### config.mk
export PLATFORM = sky130hd
export DESIGN_NAME = pg_glue_top
export DESIGN_NICKNAME = d
export VERILOG_FILES = /design/src/core/pg_pkg.sv /design/src/core/pg_brk_if.sv /design/src/core/pg_break_l7.sv /design/src/core/pg_glue_top.sv
export SDC_FILE = /design/constraint.sdc
export NUM_CORES = 1
export LEC_CHECK = 0
export BUFFER_PORTS_ARGS = -buffer_cell sky130_fd_sc_hd__buf_2
export CAP_MARGIN = 15
export CORE_MARGIN = 1.5
export CORE_UTILIZATION = 48
export DETAILED_ROUTE_END_ITERATION = 10
export PLACE_DENSITY = 0.95
export SYNTH_ARGS = -nofsm -noshare
export SYNTH_HDL_FRONTEND = slang
export SYNTH_SLANG_ARGS = --single-unit
### constraint.sdc
create_clock -name clk -period 4.1 [get_ports clk]
set_input_delay 1.025 -clock clk [delete_from_list [all_inputs] [get_ports clk]]
set_output_delay 1.025 -clock clk [all_outputs]
set_load 0.01 [all_outputs]
### src/core/pg_pkg.sv
/*
 Shared constants and state types of the emulator pod glue logic.
 Assumes a single processor clock domain.
*/
`default_nettype none
package pg_pkg;
    // Encoded priority lines, active low
    localparam logic [2:0] PG_IPL_NONE = 3'h7;
    localparam logic [2:0] PG_IPL_SEVEN = 3'h0;
    // Low address bits of a level 7 acknowledge
    localparam logic [2:0] PG_LEVEL_SEVEN = 3'h7;
    // Peripheral enable clock: period and high phase in clocks
    localparam int unsigned PG_E_PERIOD = 10;
    localparam int unsigned PG_E_HIGH = 4;
    // Halt delay in clocks when the option is on
    localparam int unsigned PG_HALT_DLY_CYC = 2;
    // Bit positions inside the synchroniser vector
    localparam int unsigned PG_SY_RST = 3;
    localparam int unsigned PG_SY_VPA = 4;
    localparam int unsigned PG_SY_BERR = 5;
    localparam int unsigned PG_SY_BRK = 6;

    typedef struct packed {
        logic [6:0] sync1;
        logic [6:0] sync2;
        logic asPrev;
        logic [2:0] fcLatN;
        logic [3:0] eCnt;
        logic eOut;
        logic [PG_HALT_DLY_CYC-1:0] haltShift;
        logic xAck;
        logic [15:0] bdata;
        logic bdOe;
    } pg_state_t;

    // Active-low lines synchronise high, break request low
    localparam pg_state_t PG_STATE_RST = '{7'h3f, 7'h3f, 1'b1, 3'h7,
        4'h0, 1'b0, {PG_HALT_DLY_CYC{1'b1}}, 1'b0, 16'h0000, 1'b0};

    typedef struct packed {
        logic prev;
        logic pend;
        logic irqN;
        logic ack;
    } pg_brk_t;

    localparam pg_brk_t PG_BRK_RST = '{1'b0, 1'b0, 1'b1, 1'b0};
endpackage
`default_nettype wire

### src/core/pg_brk_if.sv
/*
 Carrier between the glue top and its level 7 break unit.
 Assumes both ends run on the same processor clock.
*/
`default_nettype none
interface pg_brk_if;
    logic ce;
    logic brkLvl;
    logic breakUse;
    logic l7PendN;
    logic l7AckCyc;
    logic cycEnd;
    logic irqN;
    logic ackN;
    modport top (output ce, brkLvl, breakUse, l7PendN, l7AckCyc, cycEnd,
        input irqN, ackN);
    modport brk (input ce, brkLvl, breakUse, l7PendN, l7AckCyc, cycEnd,
        output irqN, ackN);
endinterface
`default_nettype wire

### src/core/pg_break_l7.sv
/*
 Level 7 break unit: catches the break request edge, holds it off
 while a user level 7 request is pending, and tracks the acknowledge.
 Assumes brkLvl is already synchronised to clk.
*/
`default_nettype none
module pg_break_l7 (
    // Clock and reset
    input wire logic clk,
    input wire logic rst_n,
    // Link to the glue top
    pg_brk_if.brk bi
);
    import pg_pkg::*;

    pg_brk_t s_reg;
    pg_brk_t s_next;
    logic rise;
    logic fire;

    always_comb begin
        s_next = s_reg;
        rise = bi.brkLvl & ~s_reg.prev;
        // Postponed while a user level 7 is pending
        fire = s_reg.pend & bi.l7PendN & s_reg.irqN;
        s_next.prev = bi.brkLvl;
        // Option low clocks a high: nothing is taken
        s_next.pend = (rise & bi.breakUse) | (s_reg.pend & ~fire);
        if (fire) begin
            s_next.irqN = 1'b0;
        end
        if (~s_reg.irqN & bi.l7AckCyc) begin
            s_next.ack = 1'b1;
        end
        if (s_reg.ack & bi.cycEnd) begin
            s_next.ack = 1'b0;
            s_next.irqN = 1'b1;
        end
    end

    always_ff @(posedge clk or negedge rst_n) begin
        if (!rst_n) begin
            s_reg <= PG_BRK_RST;
        end else if (bi.ce) begin
            s_reg <= s_next;
        end
    end

    assign bi.irqN = s_reg.irqN;
    assign bi.ackN = ~s_reg.ack;

    brk_fire_a: assert property (@(posedge clk) disable iff (!rst_n)
        (bi.ce && bi.brkLvl && !s_reg.prev && bi.breakUse && bi.l7PendN && bi.irqN)
        ##1 (bi.ce && bi.l7PendN) |=> !bi.irqN)
        else $error("break edge did not raise level 7");
    brk_hold_a: assert property (@(posedge clk) disable iff (!rst_n)
        (!bi.l7PendN && bi.irqN) |=> bi.irqN)
        else $error("break not held off by pending level 7");
endmodule
`default_nettype wire

### src/core/pg_glue_top.sv
/*
 Emulator pod glue logic: interrupt acknowledge decode, user interrupt
 gating, break injection, target buffer steering, mapper select, DMA
 options, extra DTACK, peripheral enable clock, halt delay and the
 performance latch readback.
 Assumes processor bus signals are on clk; target pins are asynchronous.
*/
//
// Operation
// - Interrupt acknowledge decode from address, function code
// - User acknowledge passes VPA and BERR through
// - Interrupt enable off masks all target levels
// - Buffered gate off: out-of-circuit, control, break
// - Pending user level 7 postpones break
// - Low address bits 111 flag level 7
// - Index bit five routes writes to mapper
// - Transceivers enabled only while enable low
// - Reset seen from target or reset instruction
// - Total reset start needs halt and reset
// - Target buffer enable dropped on reset, halt, idle
// - Odd flag follows A0 on narrow bus
// - Direction low writes to target, high reads
// - Extra open-collector ack for target DMA
// - Peripheral enable period is ten clocks
// - First latch control reads two latches
// - Second latch control reads byte plus three bits
// - Mapper select from address or latched status
// - DMA block hides DMA, memory silent
// - DMA monitor shows DMA, memory silent
// - Break use option decides interrupt on edge
// - Halt delay option delays halt to processor
// - Break flop low drives level 7 priority
`default_nettype none
module pg_glue_top #(
    parameter bit NarrowBus = 1'b0,
    parameter int unsigned EPeriod = pg_pkg::PG_E_PERIOD,
    parameter int unsigned EHigh = pg_pkg::PG_E_HIGH
) (
    // Clock, reset, enable
    input wire logic clk,
    input wire logic rst_n,
    input wire logic ce,
    // Emulation processor bus
    input wire logic [23:0] addr,
    input wire logic [2:0] funcCode,
    input wire logic asN,
    input wire logic rw,
    input wire logic procResetOutN,
    input wire logic haltRequestN,
    input wire logic busGrantedDma,
    input wire logic emulMemDone,
    input wire logic userAccess,
    output logic procVpaN,
    output logic procBerrN,
    output logic procDtackN,
    output logic [2:0] priorityLevelInputsN,
    output logic haltToProcN,
    // Target pins
    input wire logic [2:0] tgtIplN,
    input wire logic tgtResetN,
    input wire logic tgtVpaN,
    input wire logic tgtBerrN,
    output logic extraTransferAckOut,
    output logic extraTransferAckOe,
    output logic peripheralEnable,
    output logic targetBuffersEnableN,
    output logic probeDatabusEnableN,
    output logic probeDatabusDirection,
    output logic strobeDisable,
    output logic oddAddr,
    // Break request from the emulation system
    input wire logic breakRequestEdge,
    // Configuration
    input wire logic inCircuit,
    input wire logic userIrqEnableCfgN,
    input wire logic userIrqMaskCtl,
    input wire logic breakUseOption,
    input wire logic dmaBlockOption,
    input wire logic dmaMonitorOption,
    input wire logic haltDelayOption,
    input wire logic funccodeMapSelectN,
    input wire logic mapperWriteSelectN,
    // Host access
    input wire logic hostWriteN,
    input wire logic hostPodReadN,
    input wire logic perfLatchReadAN,
    input wire logic perfLatchReadBN,
    input wire logic [7:0] perfLatch0,
    input wire logic [7:0] perfLatch1,
    input wire logic [7:0] perfLatch2,
    input wire logic [2:0] perfLatch3,
    output logic [15:0] bufferedDataBits,
    output logic bufferedDataBitsOe,
    output logic mapperWriteN,
    output logic podRegWriteN,
    // Decodes and status
    output logic intAckDecodeN,
    output logic lowAddrIsSevenN,
    output logic userLevelSevenPendingN,
    output logic userIrqGateBufferedN,
    output logic levelSevenIrqOutN,
    output logic breakAckN,
    output logic systemResetSeenN,
    output logic totalResetStartN,
    output logic [2:0] mapperAddrSelect,
    output logic [2:0] latchedFuncCodeStatusN,
    output logic analysisVisible,
    output logic emulMemRespond
);
    import pg_pkg::*;

    localparam int unsigned ELow = EPeriod - EHigh;
    localparam logic [3:0] ELast = 4'(EPeriod - 1);
    localparam logic [3:0] EHighStart = 4'(ELow);

    pg_state_t s_reg;
    pg_state_t s_next;
    pg_brk_if bi ();

    logic intAck;
    logic memCyc;
    logic [2:0] iplS;
    logic gateOn;
    logic rdA;
    logic rdB;
    logic [3:0] eNext;

    pg_break_l7 u_brk (
        .clk(clk),
        .rst_n(rst_n),
        .bi(bi)
    );

    assign iplS = s_reg.sync2[2:0];
    assign memCyc = ~asN;

    // Bus cycle decodes
    assign intAck = (&addr[23:4]) & (&funcCode);
    assign intAckDecodeN = ~intAck;
    assign lowAddrIsSevenN = ~(addr[3:1] == PG_LEVEL_SEVEN);
    assign userLevelSevenPendingN = ~(iplS == PG_IPL_SEVEN);

    // Break unit hookup
    assign bi.ce = ce;
    assign bi.brkLvl = s_reg.sync2[PG_SY_BRK];
    assign bi.breakUse = breakUseOption;
    assign bi.l7PendN = userLevelSevenPendingN;
    assign bi.l7AckCyc = intAck & ~lowAddrIsSevenN & memCyc;
    assign bi.cycEnd = asN & ~s_reg.asPrev;
    assign levelSevenIrqOutN = bi.irqN;
    assign breakAckN = bi.ackN;
    // Keeps the break acknowledge off the target strobes
    assign strobeDisable = ~bi.ackN;

    // User interrupt gating
    assign gateOn = ~userIrqEnableCfgN & inCircuit & ~userIrqMaskCtl
        & bi.irqN & bi.ackN;
    assign userIrqGateBufferedN = ~gateOn;

    always_comb begin
        if (!bi.irqN) begin
            priorityLevelInputsN = PG_IPL_SEVEN;
        end else if (gateOn) begin
            priorityLevelInputsN = iplS;
        end else begin
            priorityLevelInputsN = PG_IPL_NONE;
        end
    end

    // VPA and BERR reach the processor on user acknowledges and user accesses
    always_comb begin
        procVpaN = 1'b1;
        procBerrN = 1'b1;
        if (intAck ? bi.ackN : userAccess) begin
            procVpaN = s_reg.sync2[PG_SY_VPA];
            procBerrN = s_reg.sync2[PG_SY_BERR];
        end
    end

    // Break acknowledge answers itself with the jammed vector
    assign procDtackN = ~(intAck & ~bi.ackN & memCyc);

    // Reset and halt
    assign systemResetSeenN = s_reg.sync2[PG_SY_RST] & procResetOutN;
    assign totalResetStartN = haltRequestN | systemResetSeenN;
    assign haltToProcN = haltDelayOption ? s_reg.haltShift[PG_HALT_DLY_CYC-1]
        : haltRequestN;

    // Target buffers and data transceivers
    assign targetBuffersEnableN = ~(inCircuit & systemResetSeenN
        & haltRequestN & (busGrantedDma | memCyc));
    assign probeDatabusEnableN = ~(inCircuit & memCyc & bi.ackN
        & (userAccess | busGrantedDma | intAck));
    // Under DMA the target drives, so a target write flows inward
    assign probeDatabusDirection = busGrantedDma ? ~rw : rw;
    assign oddAddr = NarrowBus ? addr[0] : 1'b1;

    // Mapper addressing and host writes
    assign mapperAddrSelect = funccodeMapSelectN ? addr[11:9]
        : s_reg.fcLatN;
    assign latchedFuncCodeStatusN = s_reg.fcLatN;
    assign mapperWriteN = hostWriteN | mapperWriteSelectN;
    assign podRegWriteN = hostWriteN | ~mapperWriteSelectN;

    // DMA tracing options
    assign analysisVisible = ~busGrantedDma
        | (dmaMonitorOption & ~dmaBlockOption);
    assign emulMemRespond = ~busGrantedDma
        | ~(dmaBlockOption | dmaMonitorOption);

    // Extra DTACK is open collector: only ever pulls low
    assign extraTransferAckOut = 1'b0;
    assign extraTransferAckOe = s_reg.xAck;

    assign peripheralEnable = s_reg.eOut;
    assign bufferedDataBits = s_reg.bdata;
    assign bufferedDataBitsOe = s_reg.bdOe;

    // Latch readback decodes
    assign rdA = ~hostPodReadN & ~perfLatchReadAN & ~addr[1];
    assign rdB = ~hostPodReadN & ~perfLatchReadBN & addr[1];

    always_comb begin
        s_next = s_reg;
        s_next.sync1 = {breakRequestEdge, tgtBerrN, tgtVpaN, tgtResetN, tgtIplN};
        s_next.sync2 = s_reg.sync1;
        s_next.asPrev = asN;
        if (s_reg.asPrev & ~asN) begin
            s_next.fcLatN = ~funcCode;
        end
        eNext = (s_reg.eCnt == ELast) ? 4'h0 : 4'(s_reg.eCnt + 4'h1);
        s_next.eCnt = eNext;
        s_next.eOut = (eNext >= EHighStart);
        s_next.haltShift = {s_reg.haltShift[PG_HALT_DLY_CYC-2:0], haltRequestN};
        // Held until the DMA device ends its strobe
        s_next.xAck = memCyc & busGrantedDma & emulMemRespond
            & (s_reg.xAck | emulMemDone);
        if (rdA) begin
            s_next.bdata = {perfLatch1, perfLatch0};
        end else if (rdB) begin
            s_next.bdata = {5'h00, perfLatch3, perfLatch2};
        end
        s_next.bdOe = rdA | rdB;
    end

    always_ff @(posedge clk or negedge rst_n) begin
        if (!rst_n) begin
            s_reg <= PG_STATE_RST;
        end else if (ce) begin
            s_reg <= s_next;
        end
    end

    vpa_pass_a: assert property (@(posedge clk) disable iff (!rst_n)
        (!intAckDecodeN && breakAckN) |-> (procVpaN == s_reg.sync2[PG_SY_VPA]))
        else $error("VPA not passed on user acknowledge");
    irq_mask_a: assert property (@(posedge clk) disable iff (!rst_n)
        (userIrqEnableCfgN && levelSevenIrqOutN) |-> priorityLevelInputsN == 3'h7)
        else $error("target interrupt leaked while disabled");
    gate_off_a: assert property (@(posedge clk) disable iff (!rst_n)
        (!inCircuit || userIrqMaskCtl || !levelSevenIrqOutN) |-> userIrqGateBufferedN)
        else $error("buffered interrupt gate open");
    l7_drive_a: assert property (@(posedge clk) disable iff (!rst_n)
        !levelSevenIrqOutN |-> priorityLevelInputsN == 3'h0)
        else $error("level 7 not presented");
    reset_start_a: assert property (@(posedge clk) disable iff (!rst_n)
        !totalResetStartN |-> (!haltRequestN && !systemResetSeenN))
        else $error("total reset start without halt and reset");
    tgt_reset_a: assert property (@(posedge clk) disable iff (!rst_n)
        (ce && !tgtResetN)[*3] |-> !systemResetSeenN)
        else $error("target reset not seen");
    e_period_a: assert property (@(posedge clk) disable iff (!rst_n)
        (ce && $rose(peripheralEnable)) ##1 ce[*8] ##1 ce |=> $rose(peripheralEnable))
        else $error("peripheral enable period wrong");
    halt_dly_a: assert property (@(posedge clk) disable iff (!rst_n)
        ce ##1 ce ##1 haltDelayOption |-> haltToProcN == $past(haltRequestN, 2))
        else $error("halt not delayed by two clocks");
    xack_a: assert property (@(posedge clk) disable iff (!rst_n)
        ($past(ce) && extraTransferAckOe) |-> ($past(busGrantedDma) && !$past(asN)))
        else $error("extra ack outside a DMA cycle");
    perf_a_a: assert property (@(posedge clk) disable iff (!rst_n)
        (ce && !hostPodReadN && !perfLatchReadAN && !addr[1])
        |=> bufferedDataBits == {$past(perfLatch1), $past(perfLatch0)})
        else $error("first latch pair not read back");
    dma_block_a: assert property (@(posedge clk) disable iff (!rst_n)
        (busGrantedDma && dmaBlockOption) |-> (!analysisVisible && !emulMemRespond))
        else $error("blocked DMA visible or answered");
endmodule
`default_nettype wire

==> results.ini <==
[run_status]
status=complete, no violations

[place]
dp_cells=392
place.gp.congestion=0.730
hpwl_mm=4.29
pre_cts_slack_ns=0.896
io_buffer_count=130
place_area_um2=2960

[yosys]
synth_nets=307
synth-compound-area-share_pct=11.0
netlist_area_um2=2430
synthCells=223
synth_warnings=0
synth_fa_ha_area_share_pct=0
yosys.area_share.simple_pct=13.4
synth.area.mux_share_pct=15.2
synth_most_common_cell=dfrtp_1
synth_top_area_share_pct=28.9
synthTopCellsByArea=dfrtp_1, dfstp_2, mux2_2
syn_avg_cell_area_um2=10.9
synth-seq-cells=47
ys_types=38
synth_top_family_by_area=multiplexers
synthTopCellsByCount=dfrtp_1, buf_4, mux2_2
synth_edf_count=0
yosysSeqAreaShare_pct=49.5
synth_xor_area_share_pct=1.08
ys.flop_type=dfrtp_1
yosysTopAreaCell=dfrtp_1
async_flop_share_pct=100

[setup_path]
start_kind=input port
crit_type=in -> out
critical_path.top_delay_family=simple AND/OR/NAND/NOR gates
crit_path_top_delay_cell=nor4_2
critical_path_buf_inv_count=2
end_kind=output port
regToRegSetupSlack_ns=2.94
critPathMaxStageDelay_ns=0.39
path_cells=buf_2, nand4_1, nor4_2, and2_1, o311ai_1, buf_2
worstPathArrival_ns=2.20
worst-endpoint-required_ns=3.07
path_common_cell=buf_2
crit_path_max_fanout=6

[clocking]
cts.path.max_buffers=2
clkTransAtPathRegs_ns=0.08
cts_resized=0
htree_levels=2
root_buffer=clkbuf_8
numCtsBuffers=5
clkSinkCount=47
worstSkewPairLatency_ns=0.30
cts_setup_buffers=0
holdBufCountCts=0
cts_tree=built

[routing]
drt.antenna.violating_nets=0
drt_iter0_drc=65
via_per_inst=5.07
routedWlPerCell_um=13.6
firstDrtPassIters=4
drcViolationCount=0
wl_mm=5.46
via_count=2029

[power]
seqPwrFrac_pct=51.6
p_comb_share_pct=24.6
leakage_uw=0.00148
p_clk_share_pct=23.8
powerDensity_nw_per_um2=401
switchingPower_uw=366
switching_share_pct=29.9
irDropWorstVdd_mv=0.276
finalPower_uw=1230
p_int_uw=860

[die]
die_w_um=74.1
rows=25
start_util_pct=50.7
ioPinCount=134
dieArea_um2=5490
core_um2=4790
die_h_um=74.1

[global_routing]
antenna_found_initial=0
grt_max_degree=48
overflow=0
grt_usage_pct=19.1
grt_pass1_vias=1818
grt_pass1_wl_mm=8.06

[layout]
drive_above_1_share_pct=56.2
seq_area_um2=1200
final_cells=400
fin_nets=416
largest_register_ffs=16
area_growth_pct=25.9
stdcell_area_um2=3050
fillerInstances=390
antenna_cells=0
multi_input_area_um2=993

[timing]
slew_headroom_pct=33.9
tightest_slew_ns=0.992
period_needed_ns=3.22
fin_crit_sh_pct=78.7
skew_ns=0.0135
max_freq_ghz=0.310
finalMaxSlewViolations=0
hold_violations=0
rsz0062_at_grt=false
setup_viol=0
setup_tns_ns=0
timing.final.ws_setup_ns=0.875

[run]
max_cap_violations=0

[min_path]
hold_path.class=reg -> reg

## cell usage in the layout, fill, tap and decap left out, drive strengths merged, types with 2 or more instances in the layout
cell type	instances
a21oi	7
a32o	5
and2	2
buf	131
clkbuf	6
conb	2
dfrtp	28
dfstp	19
inv	7
mux2	22
mux2i	12
nand2	21
nand2b	3
nand3	10
nand4	5
nor2	6
nor2b	2
nor3	2
o21a	4
o21ai	22
or2	2
xor2	2
## final timing paths
check | from | to | depth (start not counted)
max | addr[10] | probeDatabusEnableN | 6
min in group asynchronous | rst_n | u_brk.s_reg[0] | 1
min reg2reg | bufferedDataBits[1] | bufferedDataBits[1] | 2
min | bufferedDataBits[1] | bufferedDataBits[1] | 2
max reg2reg | s_reg[22] | peripheralEnable | 4
max in group asynchronous | rst_n | bufferedDataBits[0] | 1
## cell type report
cell class,count,area share (%)
clock inverters,2,0.451
well taps,67,2.74
repair buffers,131,21.5
inverters,6,0.737
clock buffers,6,2.70
multi-input cells,141,32.5
flip-flops and latches,47,39.3
## power by group through the flow
stage	combinational [uW]	sequential, uW	clock, uW
final	302	632	292
after global routing	339	646	322
after CTS	306	632	303
after detailed placement	306	640	0
after global placement	292	632	0
after floorplan	224	626	0
## kinds of logic after synthesis
logic type / Yosys count
and+or+nand+nor: 60
AOI/OAI and AO/OA: 42
DFF: 47
buffers and inverters: 35
xor gates and xnor gates: 3
other: 2
muxes: 34
## layer usage
layer  up-vias  share of wire [%]  global-route usage, %
met1       959                 40                   22.2
met2        84                 51                   33.7
met5         -                  0                      0
met4         0               0.97                   5.56
li1        977                  -                      -
met3         9                7.9                   6.10
## metrics by stage
step / util (%) / hold slack (ns)
2_1_floorplan: - / 0.446
3_3_place_gp: 61.8 / 0.459
3_5_place_dp: 61.8 / 0.465
4_1_cts: 63.8 / 0.486
5_1_grt: 63.8 / 0.511
6_report: 63.8 / 0.480
## worst min-delay path: cells and delay by family (launching register included)
family	cells	cell delay (ns)
simple gates	1	0.04
compound gates	1	0.06
flops	1	0.34
(Power assumes the default switching activity.)
